## config.mk

```make
export PLATFORM = sky130hd
export DESIGN_NAME = scoc_top
export DESIGN_NICKNAME = d
export VERILOG_FILES = /design/src/design/scoc_pkg.sv /design/src/design/scoc_top.sv
export SDC_FILE = /design/constraint.sdc
export NUM_CORES = 1
export LEC_CHECK = 0
export ABC_AREA = 1
export BUFFER_PORTS_ARGS = -buffer_cell sky130_fd_sc_hd__buf_2
export CAP_MARGIN = 5
export CORE_MARGIN = 2
export CORE_UTILIZATION = 29
export CTS_CLUSTER_DIAMETER = 30
export CTS_CLUSTER_SIZE = 14
export DETAILED_ROUTE_END_ITERATION = 6
export PLACE_DENSITY_LB_ADDON = 0.08
export SLEW_MARGIN = 20
export SYNTH_ARGS = -nofsm -noshare
export SYNTH_HDL_FRONTEND = slang
export SYNTH_SLANG_ARGS = --single-unit
```

## constraint.sdc

```tcl
create_clock -name clk -period 1.5 [get_ports clk]
set_input_delay 0 -clock clk [delete_from_list [all_inputs] [get_ports clk]]
set_output_delay 0 -clock clk [all_outputs]
set_load 0.01 [all_outputs]
```

## src/design/scoc_pkg.sv

```systemverilog
package scoc_pkg;
   // ************************************************************
   // register indices (16-bit registers on a plain port)
   // ************************************************************
   localparam logic [2:0]  ADDR_SHUTDOWN_GATING   = 3'h0;
   localparam logic [2:0]  ADDR_OUT_EN_CAPSRC     = 3'h1;
   localparam logic [2:0]  ADDR_DEAD_TIME         = 3'h2;
   localparam logic [2:0]  ADDR_MODE_POLARITY     = 3'h3;
   localparam logic [2:0]  ADDR_STATUS            = 3'h4;

   // ************************************************************
   // field positions
   // ************************************************************
   localparam int BIT_RESTART_EN   = 15;
   localparam int BIT_GATE_MODE    = 14;
   localparam int BIT_SW_FORCE     = 12;
   localparam int BIT_OE_SYNC      = 15;
   localparam int LSB_OUT_EN       = 8;
   localparam int LSB_CAP_GATE     = 6;
   localparam int LSB_AUX_SEL      = 3;
   localparam int LSB_CAP_SRC      = 0;
   localparam int BIT_OE_TRIG      = 15;
   localparam int LSB_OS_CNT       = 12;
   localparam int LSB_OUT_MODE     = 8;
   localparam int BIT_POL_ACE      = 5;
   localparam int BIT_POL_BDF      = 4;
   localparam int LSB_PSS_ACE      = 2;
   localparam int LSB_PSS_BDF      = 0;
   localparam int BIT_ST_SHUTDOWN  = 4;
   localparam int BIT_ST_CAP_DIS   = 2;
   localparam int BIT_ST_GATE_ARM  = 10;

   // ************************************************************
   // writable masks and reset values
   // ************************************************************
   localparam logic [15:0] MASK_SHUTDOWN_GATING   = 16'hd0ff;
   localparam logic [15:0] MASK_OUT_EN_CAPSRC     = 16'hbfdf;
   localparam logic [15:0] MASK_DEAD_TIME         = 16'h003f;
   localparam logic [15:0] MASK_MODE_POLARITY     = 16'hf73f;
   localparam logic [15:0] MASK_MODE_POL_SMALL    = 16'hf02c;
   localparam logic [15:0] RST_SHUTDOWN_GATING    = 16'h0000;
   localparam logic [15:0] RST_OUT_EN_CAPSRC      = 16'h0100;
   localparam logic [15:0] RST_DEAD_TIME          = 16'h0000;
   localparam logic [15:0] RST_MODE_POLARITY      = 16'h0000;

   // ************************************************************
   // encodings
   // ************************************************************
   localparam logic [1:0]  GATE_LEVEL     = 2'h0;
   localparam logic [1:0]  GATE_RISE      = 2'h1;
   localparam logic [1:0]  GATE_FALL      = 2'h2;
   localparam logic [1:0]  AUX_OFF        = 2'h0;
   localparam logic [1:0]  AUX_ROLLOVER   = 2'h1;
   localparam logic [1:0]  AUX_MODE_SIG   = 2'h2;
   localparam logic [1:0]  AUX_EVENT      = 2'h3;
   localparam logic [1:0]  PSS_ACTIVE     = 2'h3;
   localparam logic [1:0]  PSS_INACTIVE   = 2'h2;
   localparam logic [2:0]  OM_STEER       = 3'h0;
   localparam logic [2:0]  OM_PUSH_PULL   = 3'h1;
   localparam logic [2:0]  OM_HALF_BRIDGE = 3'h2;
   localparam logic [2:0]  OM_BDC_REV     = 3'h4;
   localparam logic [2:0]  OM_BDC_FWD     = 3'h5;
   localparam logic [2:0]  OM_SCAN        = 3'h6;

   typedef enum logic [2:0] {
      SCOC_RUN  = 3'b001,
      SCOC_PEND = 3'b010,
      SCOC_SHUT = 3'b100
   } scoc_sd_e;
endpackage : scoc_pkg

```

## src/design/scoc_top.sv

```systemverilog
// The register addresses and the address-and-strobe port are this design's own decisions.
`timescale 1ns/1ps
module scoc_top
   import scoc_pkg::*;
#(
   parameter int FULL_INSTANCE = 1,   // 1: six outputs, dead time, modes
   parameter int CELL_SEL      = 1    // which logic cell feeds source 5 (0 none)
) (
   // clock and reset
   input  wire logic        clk,
   input  wire logic        rst_n,
   // register port
   input  wire logic [2:0]  reg_addr,
   input  wire logic [15:0] reg_wdata,
   input  wire logic        reg_wr,
   input  wire logic        reg_rd,
   output logic      [15:0] reg_rdata,
   // time base side (same clock)
   input  wire logic        tb_rollover,
   input  wire logic        trigger_mode_enable,
   input  wire logic        timer_triggered,
   input  wire logic        cap_cmp_event,
   input  wire logic        timer_mode,
   input  wire logic        mode_aux_sig,
   input  wire logic        pwm_a,
   input  wire logic        pwm_b,
   // asynchronous sources
   input  wire logic [2:0]  cmp_out,
   input  wire logic        logic_cell_one_out,
   input  wire logic        logic_cell_two_out,
   input  wire logic        output_fault_a,
   input  wire logic        output_fault_b,
   input  wire logic        capture_input_pin,
   // outputs
   output logic [5:0]       pin_out,
   output logic [5:0]       pin_oe,
   output logic             aux_out,
   output logic             capture_signal,
   output logic             capture_disable_flag,
   output logic             shutdown_event_flag,
   output logic [5:0]       dead_time_count,
   output logic [2:0]       one_shot_extend_count,
   output logic [2:0]       output_mode_select
);
   initial begin
      if (FULL_INSTANCE > 1 || CELL_SEL > 2) $error("scoc_top: bad parameter");
   end

   // ************************************************************
   // state
   // ************************************************************
   typedef struct packed {
      logic [15:0] sdg;
      logic [15:0] oec;
      logic [15:0] dtc;
      logic [15:0] mpc;
      logic [5:0]  oe_live;
      scoc_sd_e    sd;
      logic        cap_dis;
      logic        arm;
      logic        gate_d;
      logic        trig_seen;
      logic [15:0] rdata;
      logic [5:0]  pin_out;
      logic [5:0]  pin_oe;
      logic        aux;
      logic        cap_sig;
      logic [10:0] s1;   // first sync stage: cell two, cell one, capture pin, sources 7-0
      logic [10:0] s2;   // second sync stage, the only one that logic reads
   } scoc_state_s;

   scoc_state_s st_reg, st_next;

   function automatic logic [15:0] wmask(input logic [2:0] a);
      logic [15:0] m;
      m = 16'h0000;
      unique case (a)
         ADDR_SHUTDOWN_GATING: m = MASK_SHUTDOWN_GATING;
         ADDR_OUT_EN_CAPSRC:   m = (FULL_INSTANCE != 0) ? MASK_OUT_EN_CAPSRC : 16'h81df;
         ADDR_DEAD_TIME:       m = (FULL_INSTANCE != 0) ? MASK_DEAD_TIME : 16'h0000;
         ADDR_MODE_POLARITY:   m = (FULL_INSTANCE != 0) ? MASK_MODE_POLARITY : MASK_MODE_POL_SMALL;
         default:              m = 16'h0000;
      endcase
      return m;
   endfunction : wmask

   // pin drive from raw pwm, polarity and shutdown state
   function automatic logic [1:0] drive(input logic act, input logic pol, input logic [1:0] pss,
                                        input logic shut, input logic en);
      logic [1:0] r;  // {oe, level}
      r = 2'h0;
      if (!en) r = 2'h0;
      else if (shut) begin
         if (pss == PSS_ACTIVE) r = {1'b1, ~pol};
         else if (pss == PSS_INACTIVE) r = {1'b1, pol};
         else r = 2'h0;
      end else r = {1'b1, act ^ pol};
      return r;
   endfunction : drive

   logic [7:0] src_raw;
   logic       req, sel_cap, gate_in, pwr_a, pwr_b;
   logic [5:0] act;

   assign src_raw = {output_fault_b, output_fault_a,
                     (CELL_SEL == 1) ? logic_cell_one_out : (CELL_SEL == 2) ? logic_cell_two_out : 1'b0,
                     2'b00, cmp_out};

   // ************************************************************
   // next state
   // ************************************************************
   always_comb begin
      logic [15:0] m;
      m = 16'h0000;
      st_next = st_reg;
      st_next.s1 = {logic_cell_two_out, logic_cell_one_out, capture_input_pin, src_raw};
      st_next.s2 = st_reg.s1;
      // shutdown request from synchronised sources in slots 0-2 and 5-7 (3 and 4 tied low), or the software force
      req = |(st_reg.s2[7:0] & st_reg.sdg[7:0]) | st_reg.sdg[BIT_SW_FORCE];
      // register write
      if (reg_wr) begin
         m = wmask(reg_addr);
         unique case (reg_addr)
            ADDR_SHUTDOWN_GATING: st_next.sdg = reg_wdata & m;
            ADDR_OUT_EN_CAPSRC:   st_next.oec = reg_wdata & m;
            ADDR_DEAD_TIME:       st_next.dtc = reg_wdata & m;
            ADDR_MODE_POLARITY:   st_next.mpc = reg_wdata & m;
            ADDR_STATUS: begin
               if (reg_wdata[BIT_ST_GATE_ARM]) st_next.arm = 1'b1;
               if (reg_wdata[BIT_ST_SHUTDOWN]) st_next.sd = SCOC_RUN;
            end
            default: ;
         endcase
      end
      // output enable sync
      if (!st_reg.oec[BIT_OE_SYNC] || tb_rollover)
         st_next.oe_live = st_reg.oec[LSB_OUT_EN +: 6];
      // shutdown machine
      unique case (st_reg.sd)
         SCOC_RUN: if (req) st_next.sd = st_reg.sdg[BIT_GATE_MODE] ? SCOC_PEND : SCOC_SHUT;
         SCOC_PEND: if (tb_rollover) st_next.sd = SCOC_SHUT;
         SCOC_SHUT: if (st_reg.sdg[BIT_RESTART_EN] && !req && tb_rollover) st_next.sd = SCOC_RUN;
         default: st_next.sd = SCOC_RUN;
      endcase
      if (req && st_reg.sd == SCOC_SHUT) st_next.sd = SCOC_SHUT;   // set wins over clear
      // capture gating
      gate_in = req;
      st_next.gate_d = gate_in;
      unique case (st_reg.oec[LSB_CAP_GATE +: 2])
         GATE_LEVEL: st_next.cap_dis = ~gate_in;
         GATE_RISE: if (st_reg.arm && gate_in && !st_reg.gate_d) begin
            st_next.cap_dis = 1'b0;
            st_next.arm = 1'b0;
         end
         GATE_FALL: if (st_reg.arm && !gate_in && st_reg.gate_d) begin
            st_next.cap_dis = 1'b1;
            st_next.arm = 1'b0;
         end
         default: ;
      endcase
      // capture source
      unique case (st_reg.oec[LSB_CAP_SRC +: 3])
         3'h0: sel_cap = st_reg.s2[8];
         3'h1: sel_cap = st_reg.s2[0];
         3'h2: sel_cap = st_reg.s2[1];
         3'h3: sel_cap = st_reg.s2[2];
         3'h4: sel_cap = st_reg.s2[9];
         3'h5: sel_cap = st_reg.s2[10];
         default: sel_cap = 1'b0;
      endcase
      st_next.cap_sig = sel_cap & ~st_reg.cap_dis;
      // aux output
      unique case (st_reg.oec[LSB_AUX_SEL +: 2])
         AUX_OFF:      st_next.aux = 1'b0;
         AUX_ROLLOVER: st_next.aux = tb_rollover;
         AUX_MODE_SIG: st_next.aux = mode_aux_sig;
         AUX_EVENT:    st_next.aux = cap_cmp_event & ~timer_mode;
         default:      st_next.aux = 1'b0;
      endcase
      // trigger hold of outputs
      if (!trigger_mode_enable) st_next.trig_seen = 1'b0;
      else if (timer_triggered) st_next.trig_seen = 1'b1;
      // output steering by mode
      pwr_a = pwm_a;
      pwr_b = pwm_b;
      unique case (st_reg.mpc[LSB_OUT_MODE +: 3])
         OM_PUSH_PULL:   act = {4'h0, pwr_b, pwr_a};
         OM_HALF_BRIDGE: act = {4'h0, ~pwr_a, pwr_a};
         OM_BDC_REV:     act = {4'h0, pwr_a, 1'b1};
         OM_BDC_FWD:     act = {4'h0, 1'b1, pwr_a};
         OM_SCAN:        act = {6{pwr_a}};
         default:        act = {6{pwr_a}};
      endcase
      for (int i = 0; i < 6; i++) begin
         logic [1:0] d;
         d = drive(act[i],
                   (i % 2 == 0) ? st_reg.mpc[BIT_POL_ACE] : st_reg.mpc[BIT_POL_BDF],
                   (i % 2 == 0) ? st_reg.mpc[LSB_PSS_ACE +: 2] : st_reg.mpc[LSB_PSS_BDF +: 2],
                   st_reg.sd == SCOC_SHUT,
                   st_reg.oe_live[i] &&
                   !(st_reg.mpc[BIT_OE_TRIG] && trigger_mode_enable && !st_reg.trig_seen));
         st_next.pin_oe[i]  = d[1];
         st_next.pin_out[i] = d[0];
      end
      // read data
      st_next.rdata = 16'h0000;
      if (reg_rd) begin
         unique case (reg_addr)
            ADDR_SHUTDOWN_GATING: st_next.rdata = st_reg.sdg;
            ADDR_OUT_EN_CAPSRC:   st_next.rdata = st_reg.oec;
            ADDR_DEAD_TIME:       st_next.rdata = st_reg.dtc;
            ADDR_MODE_POLARITY:   st_next.rdata = st_reg.mpc;
            ADDR_STATUS:          st_next.rdata = {11'h000, st_reg.sd == SCOC_SHUT, 1'b0,
                                                   st_reg.cap_dis, 2'h0};
            default:              st_next.rdata = 16'h0000;
         endcase
      end
   end

   // ************************************************************
   // registers
   // ************************************************************
   always_ff @(posedge clk or negedge rst_n) begin
      if (!rst_n) begin
         st_reg <= '{sdg: RST_SHUTDOWN_GATING, oec: RST_OUT_EN_CAPSRC,
                     dtc: RST_DEAD_TIME, mpc: RST_MODE_POLARITY,
                     oe_live: 6'h01, sd: SCOC_RUN, default: '0};
      end else begin
         st_reg <= st_next;
      end
   end

   assign reg_rdata             = st_reg.rdata;
   assign pin_out               = st_reg.pin_out;
   assign pin_oe                = st_reg.pin_oe;
   assign aux_out               = st_reg.aux;
   assign capture_signal        = st_reg.cap_sig;
   assign capture_disable_flag  = st_reg.cap_dis;
   assign shutdown_event_flag   = (st_reg.sd == SCOC_SHUT);
   assign dead_time_count       = st_reg.dtc[5:0];
   assign one_shot_extend_count = st_reg.mpc[LSB_OS_CNT +: 3];
   assign output_mode_select    = st_reg.mpc[LSB_OUT_MODE +: 3];

   // ************************************************************
   // checks
   // ************************************************************
   property p_gate_delay;
      @(posedge clk) disable iff (!rst_n)
      (st_reg.sd == SCOC_PEND && !tb_rollover) |=> st_reg.sd != SCOC_SHUT;
   endproperty
   a_gate_delay: assert property (p_gate_delay) else $error("shutdown before rollover");
   property p_immediate;
      @(posedge clk) disable iff (!rst_n)
      (st_reg.sd == SCOC_RUN && st_reg.sdg[BIT_SW_FORCE] && !st_reg.sdg[BIT_GATE_MODE]) |=> shutdown_event_flag;
   endproperty
   a_immediate: assert property (p_immediate) else $error("forced shutdown late");
   property p_hold;
      @(posedge clk) disable iff (!rst_n)
      (shutdown_event_flag && !st_reg.sdg[BIT_RESTART_EN] && !(reg_wr && reg_addr == ADDR_STATUS))
      |=> shutdown_event_flag;
   endproperty
   a_hold: assert property (p_hold) else $error("shutdown cleared without software");
   property p_restart;
      @(posedge clk) disable iff (!rst_n)
      (shutdown_event_flag && st_reg.sdg[BIT_RESTART_EN] && !req && tb_rollover) |=> !shutdown_event_flag;
   endproperty
   a_restart: assert property (p_restart) else $error("no auto restart");
   property p_rdzero;
      @(posedge clk) disable iff (!rst_n)
      reg_rd |=> (reg_rdata & ~wmask($past(reg_addr)) & 16'hffeb) == 16'h0000;
   endproperty
   a_rdzero: assert property (p_rdzero) else $error("reserved bit read nonzero");
   property p_oesync;
      @(posedge clk) disable iff (!rst_n)
      (st_reg.oec[BIT_OE_SYNC] && !tb_rollover) |=> $stable(st_reg.oe_live);
   endproperty
   a_oesync: assert property (p_oesync) else $error("enable changed off rollover");
   property p_capdis;
      @(posedge clk) disable iff (!rst_n)
      capture_disable_flag |=> !capture_signal;
   endproperty
   a_capdis: assert property (p_capdis) else $error("capture while disabled");
   property p_offpin;
      @(posedge clk) disable iff (!rst_n)
      !st_reg.oe_live[0] |=> !pin_oe[0];
   endproperty
   a_offpin: assert property (p_offpin) else $error("released pin driven");
   c_shut:    cover property (@(posedge clk) disable iff (!rst_n) $rose(shutdown_event_flag));
   c_restart: cover property (@(posedge clk) disable iff (!rst_n) $fell(shutdown_event_flag));
   c_gate:    cover property (@(posedge clk) disable iff (!rst_n) $rose(capture_disable_flag));
endmodule : scoc_top

```

# Word level (Yosys, flattened, before mapping)
# Cells that the tools add are included.
# op_classes
shift	0
addsub	0
order_cmp	0
n_eq_ne	28
n_div	0
n_mul	0
n_reduce_logical	32
mux	41
n_bitwise	17
# ops
op	n
$pmux 16 s5	1
$pmux 16 s4	1
$mux 2	18
$mux 16	2
$mux 3	8
$pmux 6 s4	1
$eq 3x2->1 const B	6
$eq 3x3->1 const B	6
$and 16x16->16	1
$logic_and 1x1->1	15
$eq 2x2->1 const B	7
$eq 3x1->1 const B	4
$pmux 3 s3	1
$and 8x8->8	1
$reduce_and 2->1	4
$reduce_or 8->1	1
$logic_not 3->1	2
$not 1->1	6
$pmux 1 s6	1
$xor 1x1->1	6
$logic_not 1->1	5
$mux 1	5
$eq 2x1->1 const B	2
$logic_not 2->1	2
10 further kinds	12
# word_totals
mem_bits_rw	0
romBits	0
inputBits	39
word_cells	135
output_inout_bits	44
n_memories	0
regBits	125
latch_bits	0

# Longest topological paths before layout
# Gate-level depths: netlist of the first run.
# logic_depth
ltp_word	9
ltp_mapped	10
mapped_depth_nobuf	10

# Worst setup path before layout of the first run
# OpenSTA, ideal clock, no wires.
# synth_path
path_kind	register -> register
startpoint	reg st_reg[56] in the netlist's numbering
endpoint	reg st_reg[56] in the netlist's numbering
n_path_buf	0
required_time_ps	1424
arrival_time_ps	1280
synth_period_minus_slack_ps	1356
stages_incl_launch_ff	8
slack_ps	144
setup_time_ps	76
path_cell_list	dfstp_2 > inv_1 > nand3_4 > clkinv_1 > a21oi_1 > o21ai_0 > a21oi_1 > nor2_1
# synth_rtl
item	line_no	source
start, declared	scoc_top.sv:72	scoc_state_s st_reg, st_next;
start signal, assigned	scoc_top.sv:225	st_reg <= '{sdg: RST_SHUTDOWN_GATING, oec: RST_OUT_EN_CAPSRC,
start signal, assigned	scoc_top.sv:229	st_reg <= st_next;

# Worst setup path after layout of the first run
# layout_path
startpoint	reg st_reg[56] in the netlist's numbering
endpoint	out shutdown_event_flag
# layout_via
elab_chain_len	1
# layout_lines
item	line_no	source
$eq 3x3->1	scoc_top.sv:239	assign shutdown_event_flag = (st_reg.sd == SCOC_SHUT);
end, declared	scoc_top.sv:40	output logic shutdown_event_flag,
# Every way passes these cells.

==> results of run 1 <==
## synthesized netlist by cell type (all sizes together) (7+ instances only)
library cell | count | area share, %
buf | 52 | 7.2
nand4 | 7 | 0.81
o21ai | 49 | 4.6
dfrtp | 120 | 56
nor2 | 69 | 5.1
inv | 80 | 5.7
nand2 | 116 | 8.2
nand3 | 17 | 2.1
a21oi | 32 | 3.0
o22ai | 15 | 1.7
a211oi | 7 | 0.98
## kinds of logic after synthesis
logic type / share of synthesized area (%)
DFF: 57.3
buffers and inverters: 13.1
AOI/OAI and AO/OA: 11.5
adders and majority gates: 0.698
muxes: 0.419
and+or+nand+nor: 16.9
## worst max path at each step
stage / startpoint / depth (start not counted) / slack (ns) / endpoint
CTS: st_reg[56] / 5 / 0.0008 / shutdown_event_flag
floorplan: st_reg[56] / 7 / 0.14 / st_reg[56]
global placement: st_reg[56] / 8 / 0.09 / pin_out[5]
global route: st_reg[125] / 10 / -0.01 / capture_disable_flag
detailed placement: st_reg[56] / 8 / 0.009 / pin_out[3]
finish: st_reg[56] / 5 / 0.08 / shutdown_event_flag
## metal layers
layer | vias to the layer above | share of wire (%) | GRT usage (%)
li1 | 2043 | - | -
met1 | 2044 | 47 | 20.9
met2 | 104 | 47 | 25.3
met3 | 19 | 4.5 | 4.38
met4 | 0 | 1.7 | 6.22
met5 | - | 0 | 0
## repair_timing
item                                   4_1_cts  5_1_grt
resized for setup                            2        7
hold buffers                                32        0
buffers inserted                             0        2
endpoints found under the hold margin      174        0
setup endpoints to repair                    2       10
pin swaps                                    0        1
## critical path: cells and delay by family, from the launching register on
family / cells / cell delay [ns]
flip-flops: 1 / 0.54
buffers and inverters: 4 / 0.39
AND/OR/NAND/NOR: 1 / 0.07
## stage by stage
stage	setup WS [ns]	cell area (µm²)	hold slack [ns]
2_1_floorplan	0.144	5380	-0.296
3_3_place_gp	0.0872	5860	-0.131
3_5_place_dp	0.00857	5860	-0.132
4_1_cts	0.000806	6770	0.00423
5_1_grt	-0.0121	6790	0.0446
6_report	0.0768	6790	0.0300
## cell usage in the layout (no fill, tap or decap), types with 2 or more instances in the layout
| cell | count |
|---|---|
| buf_2 | 81 |
| clkbuf_1 | 4 |
| clkbuf_16 | 17 |
| inv_1 | 72 |
| bufinv_16 | 2 |
| a211oi_1 | 7 |
| nand3_1 | 13 |
| dfrtp_1 | 119 |
| nand2_2 | 3 |
| o221ai_1 | 2 |
| nand3_4 | 2 |
| nor2_1 | 64 |
| mux2_2 | 2 |
| clkbuf_8 | 4 |
| nand3_2 | 2 |
| inv_4 | 3 |
| a21oi_1 | 31 |
| buf_12 | 4 |
| dlygate4sd3_1 | 32 |
| o211ai_1 | 2 |
| buf_4 | 16 |
| nor2_2 | 5 |
| clkinv_2 | 4 |
| o21ai_1 | 5 |
| dfstp_2 | 3 |
| o22ai_1 | 15 |
| nor3_1 | 2 |
| ha_1 | 3 |
| nand4_1 | 7 |
| inv_2 | 5 |
| nand2_1 | 113 |
| o21ai_0 | 43 |
## power groups by stage
stage	combinational (mW)	sequential, mW	clock (mW)
6_report	1.86	4.18	4.05
5_1_grt	2.12	4.25	4.29
4_1_cts	1.87	4.17	4.15
3_5_place_dp	1.79	4.23	0
3_3_place_gp	1.76	4.22	0
2_1_floorplan	1.32	4.14	0
## cell type report
class	count	area [µm²]
clock buffer	25	495
clock inverter	7	87.6
fill	1851	11300
inverter	81	317
multi-input combinational	330	1600
sequential	123	3080
tap	229	287
timing repair buffer	133	926
==> key figures, run 1 <==
Synthesis
  • Post-synth EDFFs: 0
  • Top_reg_cell synth: dfrtp_1
  • Yosys reg bits: 123
  • Synth Area per Inst: 9.14 µm²
  • Yosys warnings: 0
  • Post-Syn Nets: 630
  • Mapped Area: 0.00538 mm²
  • Synth unique cells: 37
  • Ys async rst share: 100%
  • Post-Syn Instances: 588
  • Sequential share of the synthesized area: 57.3%

Worst setup path
  • Element type at the critical path end: output pin
  • Worst path slowest cell: dfstp_2
  • Required @ worst endpoint: 1.50 ns
  • Worst Path Max Fanout: 6
  • Class of the most critical setup path: register to output pin
  • R2R Path Start: st_reg[101]
  • CP Cell Sequence: inv_2, nand3_4, clkinv_4, buf_4, buf_2
  • Register-to-Register Setup Slack: 0.13 ns
  • Crit path launch type: register
  • RR Endpoint: aux_out
  • Max incr delay on CP: 0.54 ns
  • WP data arrival: 1.42 ns
  • Worst reg2reg path depth: 3

Clocking
  • Cts bufs inserted: 17
  • Clock latency on the worst-skew pair: 0.43 ns
  • Clk buf depth: 2
  • H-tree depth: 4
  • CTS tree: yes
  • Sink Count: 123
  • Clk slew on worst S/H paths: 0.06 ns
  • Clk root buf: clkbuf_16

Finish
  • ANT cells: 0
  • Largest register FFs: 72
  • Finished Core Util: 37.6%
  • Fraction of layout instances using a drive strength above 1: 22.7%
  • Area Overhead vs Synth: 26.3%
  • Fin cells: 928
  • Post-layout net count: 728

Power and ir drop
  • P_int: 7.19 mW
  • Overall power: 10.1 mW
  • Clock power share: 40.2%
  • Combinational Power Share: 18.4%
  • Switch Pwr: 2.90 mW
  • Pwr/cell area: 1490 mW/mm²
  • Sequential fraction of design power: 41.4%
  • Static Leakage: 3.40 nW
  • Worst vdd ir: 0.881 mV
  • Sw frac: 28.7%

Drt
  • Starting DRT DRC Count: 198
  • Via count: 4210
  • Post-route ant nets: 0
  • TritonRoute pass-1 iters: 7
  • Routed length per instance: 15.7 µm
  • DRC viols: 4
  • Final WL: 14500 µm
  • Average vias per placed instance: 4.54

Min path
  • Hold WC Path Type: input pin to register
  • Hold Crit Depth: 4
  • Min-delay src: reg_rd
  • Hold EP: reg_rdata[12]

Timing
  • Period minus WS final: 1.42 ns
  • Unrepaired setup endpoints after global routing: yes
  • Worst-margin pin slew: 0.456 ns
  • Clk_skew: 0.00675 ns
  • Slew Viols, Final: 0
  • TNS Setup: 0 ns
  • Final hold viol count: 0
  • Period utilisation layout: 94.9%
  • Finish-stage setup viols: 0
  • Max Clk Rate: 703 MHz
  • Slew HR: 69.5%

GRT
  • Largest net degree at the start of global routing: 56
  • Initial antenna violation count: 0
  • GRT Overall Usage: 16.0%
  • First-pass GRT wire length: 23600 µm
  • Vias in the first global route: 4358
  • GRT overflow: 0

Floorplan
  • Core Footprint: 0.0181 mm²
  • Die Y: 140 µm
  • Cell Rows: 49
  • Initial Utilization: 29.7%
  • DIE AREA: 0.0196 mm²
  • Die span in x: 140 µm
  • Ports: 83

Outcome
  • Violated checks: design-rule violations
  • Status: complete, but fails checks

Placed design
  • GPL Wtd Cong: 0.792
  • Port Buffers: 82
  • Dpl cells: 862
  • Post-detail-place hpwl: 10400 µm

Job
  • Max-Cap Viols: 0
Power figures use the tool's default switching activity.
==> inputs of run 2 (changes only) <==
- ABC_AREA: 1 -> 0
==> run 2 against run 1 <==
Effect of this change: worst setup slack got worse by 0.13 ns; the flow finishes with violations (negative setup slack); clock skew about the same; global-route usage decreased by 1.7 points; combinational power increased by 9%; critical path depth increased by 1; design area increased by 4.3%; register-to-register slack got worse by 0.19 ns; non-clock buffer count increased by 20; wire length decreased by 9.8%; power increased by 10%; clock-buffer cell count decreased by 8; synthesized cell count decreased by 31%.
==> key figures, run 2 <==
Outcome
  • Status: complete, but fails checks
  • Violated checks: negative setup slack

Clocking
  • Cts bufs inserted: 17
  • Sink Count: 123
  • Clock latency on the worst-skew pair: 0.42 ns
  • H-tree depth: 4
  • Clk slew on worst S/H paths: 0.06 ns
  • Clk root buf: clkbuf_16
  • CTS tree: yes
  • Clk buf depth: 2

Drt
  • Routed length per instance: 17.2 µm
  • TritonRoute pass-1 iters: 4
  • DRC viols: 0
  • Final WL: 13100 µm
  • Via count: 3477
  • Starting DRT DRC Count: 117
  • Average vias per placed instance: 4.56
  • Post-route ant nets: 0

Timing
  • Period minus WS final: 1.56 ns
  • Unrepaired setup endpoints after global routing: yes
  • Worst-margin pin slew: 0.433 ns
  • Slew HR: 71.1%
  • Finish-stage setup viols: 5
  • Slew Viols, Final: 0
  • TNS Setup: -0.163 ns
  • Final hold viol count: 0
  • Worst Slack Setup Final: -0.0552 ns
  • Final hold slack: 0.0432 ns
  • Clk_skew: 0.00685 ns
  • Period utilisation layout: 104%
  • Max Clk Rate: 643 MHz

Placed design
  • GPL Wtd Cong: 0.765
  • Port Buffers: 82
  • Post-place setup slack: -0.0534 ns
  • Post-detail-place hpwl: 9450 µm

Floorplan
  • Die span in x: 140 µm
  • Core Footprint: 0.0180 mm²
  • DIE AREA: 0.0195 mm²
  • Ports: 83
  • Die Y: 140 µm
  • Initial Utilization: 29.6%
  • Cell Rows: 49

Power and ir drop
  • Static Leakage: 3.29 nW
  • Pwr/cell area: 1570 mW/mm²
  • Overall power: 11.1 mW
  • Worst vdd ir: 0.838 mV

Finish
  • Largest register FFs: 72
  • ANT cells: 0
  • Finished Core Util: 39.3%
  • Fraction of layout instances using a drive strength above 1: 40.4%
  • Filler cells: 1750
  • Commonest non-fill, non-tap cell in the layout: dfrtp_1
  • Area Overhead vs Synth: 32.6%
  • Most frequent cells in the layout: dfrtp_1 (120), buf_2 (80), dlygate4sd3_1 (33)
  • Post-layout net count: 563

GRT
  • First-pass GRT wire length: 20900 µm
  • Vias in the first global route: 3633
  • Initial antenna violation count: 0
  • GRT Overall Usage: 14.3%
  • Largest net degree at the start of global routing: 31
  • GRT overflow: 0

Worst setup path
  • Required @ worst endpoint: 1.81 ns
  • Class of the most critical setup path: register to register
  • Crit path launch type: register
  • Element type at the critical path end: register
  • WP data arrival: 1.87 ns
  • Worst Path Max Fanout: 7

Synthesis
  • Top_reg_cell synth: dfrtp_1
  • Post-synth EDFFs: 0
  • Post-Syn Instances: 403
  • Top-count cell post-synth: dfrtp_1
  • Synth Area per Inst: 13.3 µm²
  • Synth top area share: 56.2%
  • Biggest area consumer among synthesized cells: dfrtp_1
  • Synth area leaders: dfrtp_1 (56%), mux4_2 (7.2%), buf_4 (6.2%)
  • Sequential share of the synthesized area: 57.7%
  • Ys async rst share: 100%
  • Mapped Area: 0.00534 mm²
  • Yosys warnings: 0
  • Yosys reg bits: 123
  • Synth unique cells: 50
  • Top post-synthesis cells by count: dfrtp_1 (120), buf_4 (44), mux2_2 (29)
  • Post-Syn Nets: 445

Min path
  • Hold WC Path Type: input pin to register

Job
  • Max-Cap Viols: 0
[run 2: cell types whose count changed after synthesis, moves of 11 or more]
| cell | delta |
|---|---|
| a21oi_1 | -26 |
| and2_1 | +19 |
| inv_1 | -69 |
| mux2_2 | +27 |
| mux4_2 | +17 |
| nand2_1 | -92 |
| nand2b_1 | +11 |
| nor2_1 | -58 |
| nor2b_1 | +24 |
| o21ai_0 | -24 |
| o22ai_1 | -13 |
[run 2: routing by layer]
layer | part of all wire [%] | track usage (%) | vias up
li1 | - | - | 1618
met1 | 47 | 19.4 | 1757
met2 | 46 | 21.3 | 83
met3 | 4.0 | 4.03 | 19
met4 | 2.3 | 6.26 | 0
met5 | 0 | 0 | -
[run 2: where the power goes]
part	total, mW	switching [mW]	internal [mW]
sequential	4.23	0.375	3.86
clock	4.85	1.56	3.29
combinational	2.02	0.911	1.11
[run 2: cells by family (layout without fill, tap and decap cells)]
logic type	Yosys count	in the layout	share of synthesized area [%]
flip-flops	123	123	57.7
adder cells (fa/ha/maj)	3	3	0.703
AND/OR/NAND/NOR	105	105	11.5
AO/OA/AOI/OAI	56	56	6.86
buffers and inverters	60	191	7.94
multiplexers	56	56	15.3
[run 2: worst max-delay path: stages, from the launching register on]
cell      delay (ns)
dfrtp_1         0.38
or3b_4          0.40
clkinv_4        0.07
buf_12          0.11
a31oi_2         0.10
o31a_1          0.13
a311oi_1        0.26
[run 2: path summary, 6_finish.rpt]
check                           start  slack, ns  cells past startpoint    endpoint
max                        st_reg[57]      -0.06                      6  pin_out[1]
min                             pwm_a       0.04                      4  pin_out[1]
max reg2reg                st_reg[57]      -0.06                      6  pin_out[1]
min reg2reg                st_next[9]       0.35                      0   st_reg[9]
max in group asynchronous       rst_n       0.86                      3  st_reg[56]
min in group asynchronous       rst_n       0.07                      2  st_next[9]
[run 2: repair_timing]
item / 4_1_cts / 5_1_grt
pin swaps: 3 / 9
setup endpoints to repair: 6 / 9
hold buffers: 33 / 0
resized for setup: 4 / 6
buffers inserted: 2 / 0
endpoints found under the hold margin: 179 / 0
[run 2: layout make-up]
| type | instances | area, µm² | share of cell area (%) |
|---|---|---|---|
| Sequential cell | 123 | 3080 | 43.5 |
| Inverter | 6 | 27.5 | 0.388 |
| Multi-Input combinational cell | 220 | 1860 | 26.3 |
| Clock buffer | 17 | 425 | 6.00 |
| Clock inverter | 15 | 270 | 3.81 |
| Timing Repair Buffer | 153 | 1130 | 15.9 |
| Tap cell | 229 | 287 | 4.04 |
[run 2: stage by stage]
step                cell area, µm²  instances
floorplan                     5340        403
global placement              5990        696
detailed placement            5990        696
CTS                           7060        763
global route                  7090        763
finish                        7090        763
==> inputs of run 3 (changes only) <==
- BUFFER_PORTS_ARGS: -buffer_cell sky130_fd_sc_hd__buf_2 -> not set
- DONT_BUFFER_PORTS: not set -> 1
==> run 3 against run 2 <==
Effect of this change: the flow finishes with violations (negative hold slack, negative setup slack); wire length up 2.3%; combinational power down 19%; critical path depth down 2; worst setup slack better by 0.0095 ns; register-to-register slack about the same; cell count down 11%; non-clock buffer count down 83.
==> key figures, run 3 (synthesis results as in run 2) <==
Drt
  • Post-route ant nets: 0
  • Routed length per instance: 19.7 µm
  • Via count: 3193
  • Average vias per placed instance: 4.69
  • DRC viols: 0
  • Final WL: 13400 µm
  • Starting DRT DRC Count: 130
  • TritonRoute pass-1 iters: 4

Finish
  • Commonest non-fill, non-tap cell in the layout: dfrtp_1
  • Fraction of layout instances using a drive strength above 1: 30.2%
  • Largest register FFs: 72
  • Area Overhead vs Synth: 22.2%
  • Finished Core Util: 36.2%
  • Most frequent cells in the layout: dfrtp_1 (119), dlygate4sd3_1 (34), mux2_2 (29), buf_4 (29), nor2b_1 (24)
  • Post-layout net count: 480

Power and ir drop
  • Static Leakage: 2.85 nW
  • Pwr/cell area: 1540 mW/mm²
  • Overall power: 10.1 mW
  • Worst vdd ir: 0.777 mV

Floorplan
  • DIE AREA: 0.0195 mm²
  • Die Y: 140 µm
  • Initial Utilization: 29.6%
  • Die span in x: 140 µm
  • Ports: 83
  • Cell Rows: 49
  • Core Footprint: 0.0180 mm²

Timing
  • Final hold slack: -0.730 ns
  • Slew Viols, Final: 0
  • Period minus WS final: 1.55 ns
  • Finish-stage setup viols: 5
  • Period utilisation layout: 103%
  • Worst-margin pin slew: 0.458 ns
  • Clk_skew: 0.00740 ns
  • Final hold viol count: 125
  • Slew HR: 69.5%
  • Max Clk Rate: 647 MHz
  • Worst Slack Setup Final: -0.0456 ns
  • Unrepaired setup endpoints after global routing: yes

Worst setup path
  • Worst path slowest cell: or4b_4
  • Worst Path Max Fanout: 5
  • CP Cell Sequence: or4b_4, a21o_1, a32oi_1, and3_1
  • Crit path launch type: register
  • Worst path top cell family by delay: simple AND/OR/NAND/NOR gates
  • Required @ worst endpoint: 1.85 ns
  • Buf+Inv Stages, Crit Path: 0
  • WP data arrival: 1.90 ns
  • Element type at the critical path end: register
  • Class of the most critical setup path: register to register
  • Max incr delay on CP: 0.50 ns

Outcome
  • Status: complete, but fails checks
  • Violated checks: negative hold slack, negative setup slack

Clocking
  • Clk slew on worst S/H paths: 0.06 ns
  • CTS tree: yes
  • H-tree depth: 4
  • Sink Count: 123
  • Cts bufs inserted: 17
  • Clock latency on the worst-skew pair: 0.42 ns
  • Clk root buf: clkbuf_16
  • Clk buf depth: 2

Placed design
  • GPL Wtd Cong: 0.743
  • Post-detail-place hpwl: 8750 µm
  • Post-place setup slack: -0.0820 ns
  • Port Buffers: 0

Job
  • Max-Cap Viols: 0

GRT
  • Met2 usage: 22.4%
  • GRT Overall Usage: 14.7%
  • Initial antenna violation count: 1
  • Vias in the first global route: 3464
  • First-pass GRT wire length: 21200 µm
  • GR Util met1: 19.1%
  • GRT overflow: 0
  • Busiest grt layer: met2
  • Largest net degree at the start of global routing: 124
  • Met3 usage: 5.20%

Min path
  • Hold WC Path Type: input pin to async pin
## run 3: cell types whose count changed in the layout (fill, tap and decap cells not counted), sizes merged
cell,delta
clkinv,-1
buf,-84
clkinvlp,+2
inv,+4
diode,+1
dlygate4sd3,+1
bufinv,-5
## run 3: power breakdown
part           total (mW)  leakage, nW  switching (mW)  internal [mW]
logic                1.63         1.01           0.670          0.957
registers            4.37         1.56           0.512           3.86
clock network        4.08        0.277            1.61           2.47
## run 3: what timing repair did
action	CTS	global route
pin swaps	7	14
endpoints found under the hold margin	203	125
setup buffers	4	2
gates resized for setup	6	9
hold buffers	35	1
setup endpoints to repair	6	11
## run 3: final cells by class
class	count	area [µm²]
clock inverter	15	165
timing repair buffer	70	663
antenna	1	2.50
tap	229	287
clock buffer	17	425
inverter	6	27.5
fill	1793	11500
multi-input combinational	220	1880
sequential	123	3080
## run 3: final timing paths
path | end | from | depth (start not counted) | slack (ns)
hold / removal | st_next[0] | rst_n | 0 | -0.73
min in group clk | reg_rdata[5] | reg_addr[0] | 2 | -0.01
setup reg to reg | pin_out[2] | output_mode_select[0] | 4 | -0.05
setup / recovery | pin_out[2] | output_mode_select[0] | 4 | -0.05
hold reg to reg | st_reg[2] | st_next[2] | 0 | 0.35
max in group asynchronous | st_reg[56] | rst_n | 0 | 1.99
## run 3: layer usage
layer	wire, µm	part of all wire (%)	up-vias
met5	0	0	-
met4	234	1.7	0
met3	725	5.4	15
met2	6260	47	90
met1	6190	46	1637
li1	-	-	1451
## run 3: per-stage QoR
stage,TNS [ns],std cells,area [µm²]
after global placement,-0.129,606,5460
after detailed placement,-0.319,606,5460
final,-0.128,681,6530
after CTS,-0.196,677,6460
after floorplan,-0.136,403,5340
after global routing,-0.602,681,6530
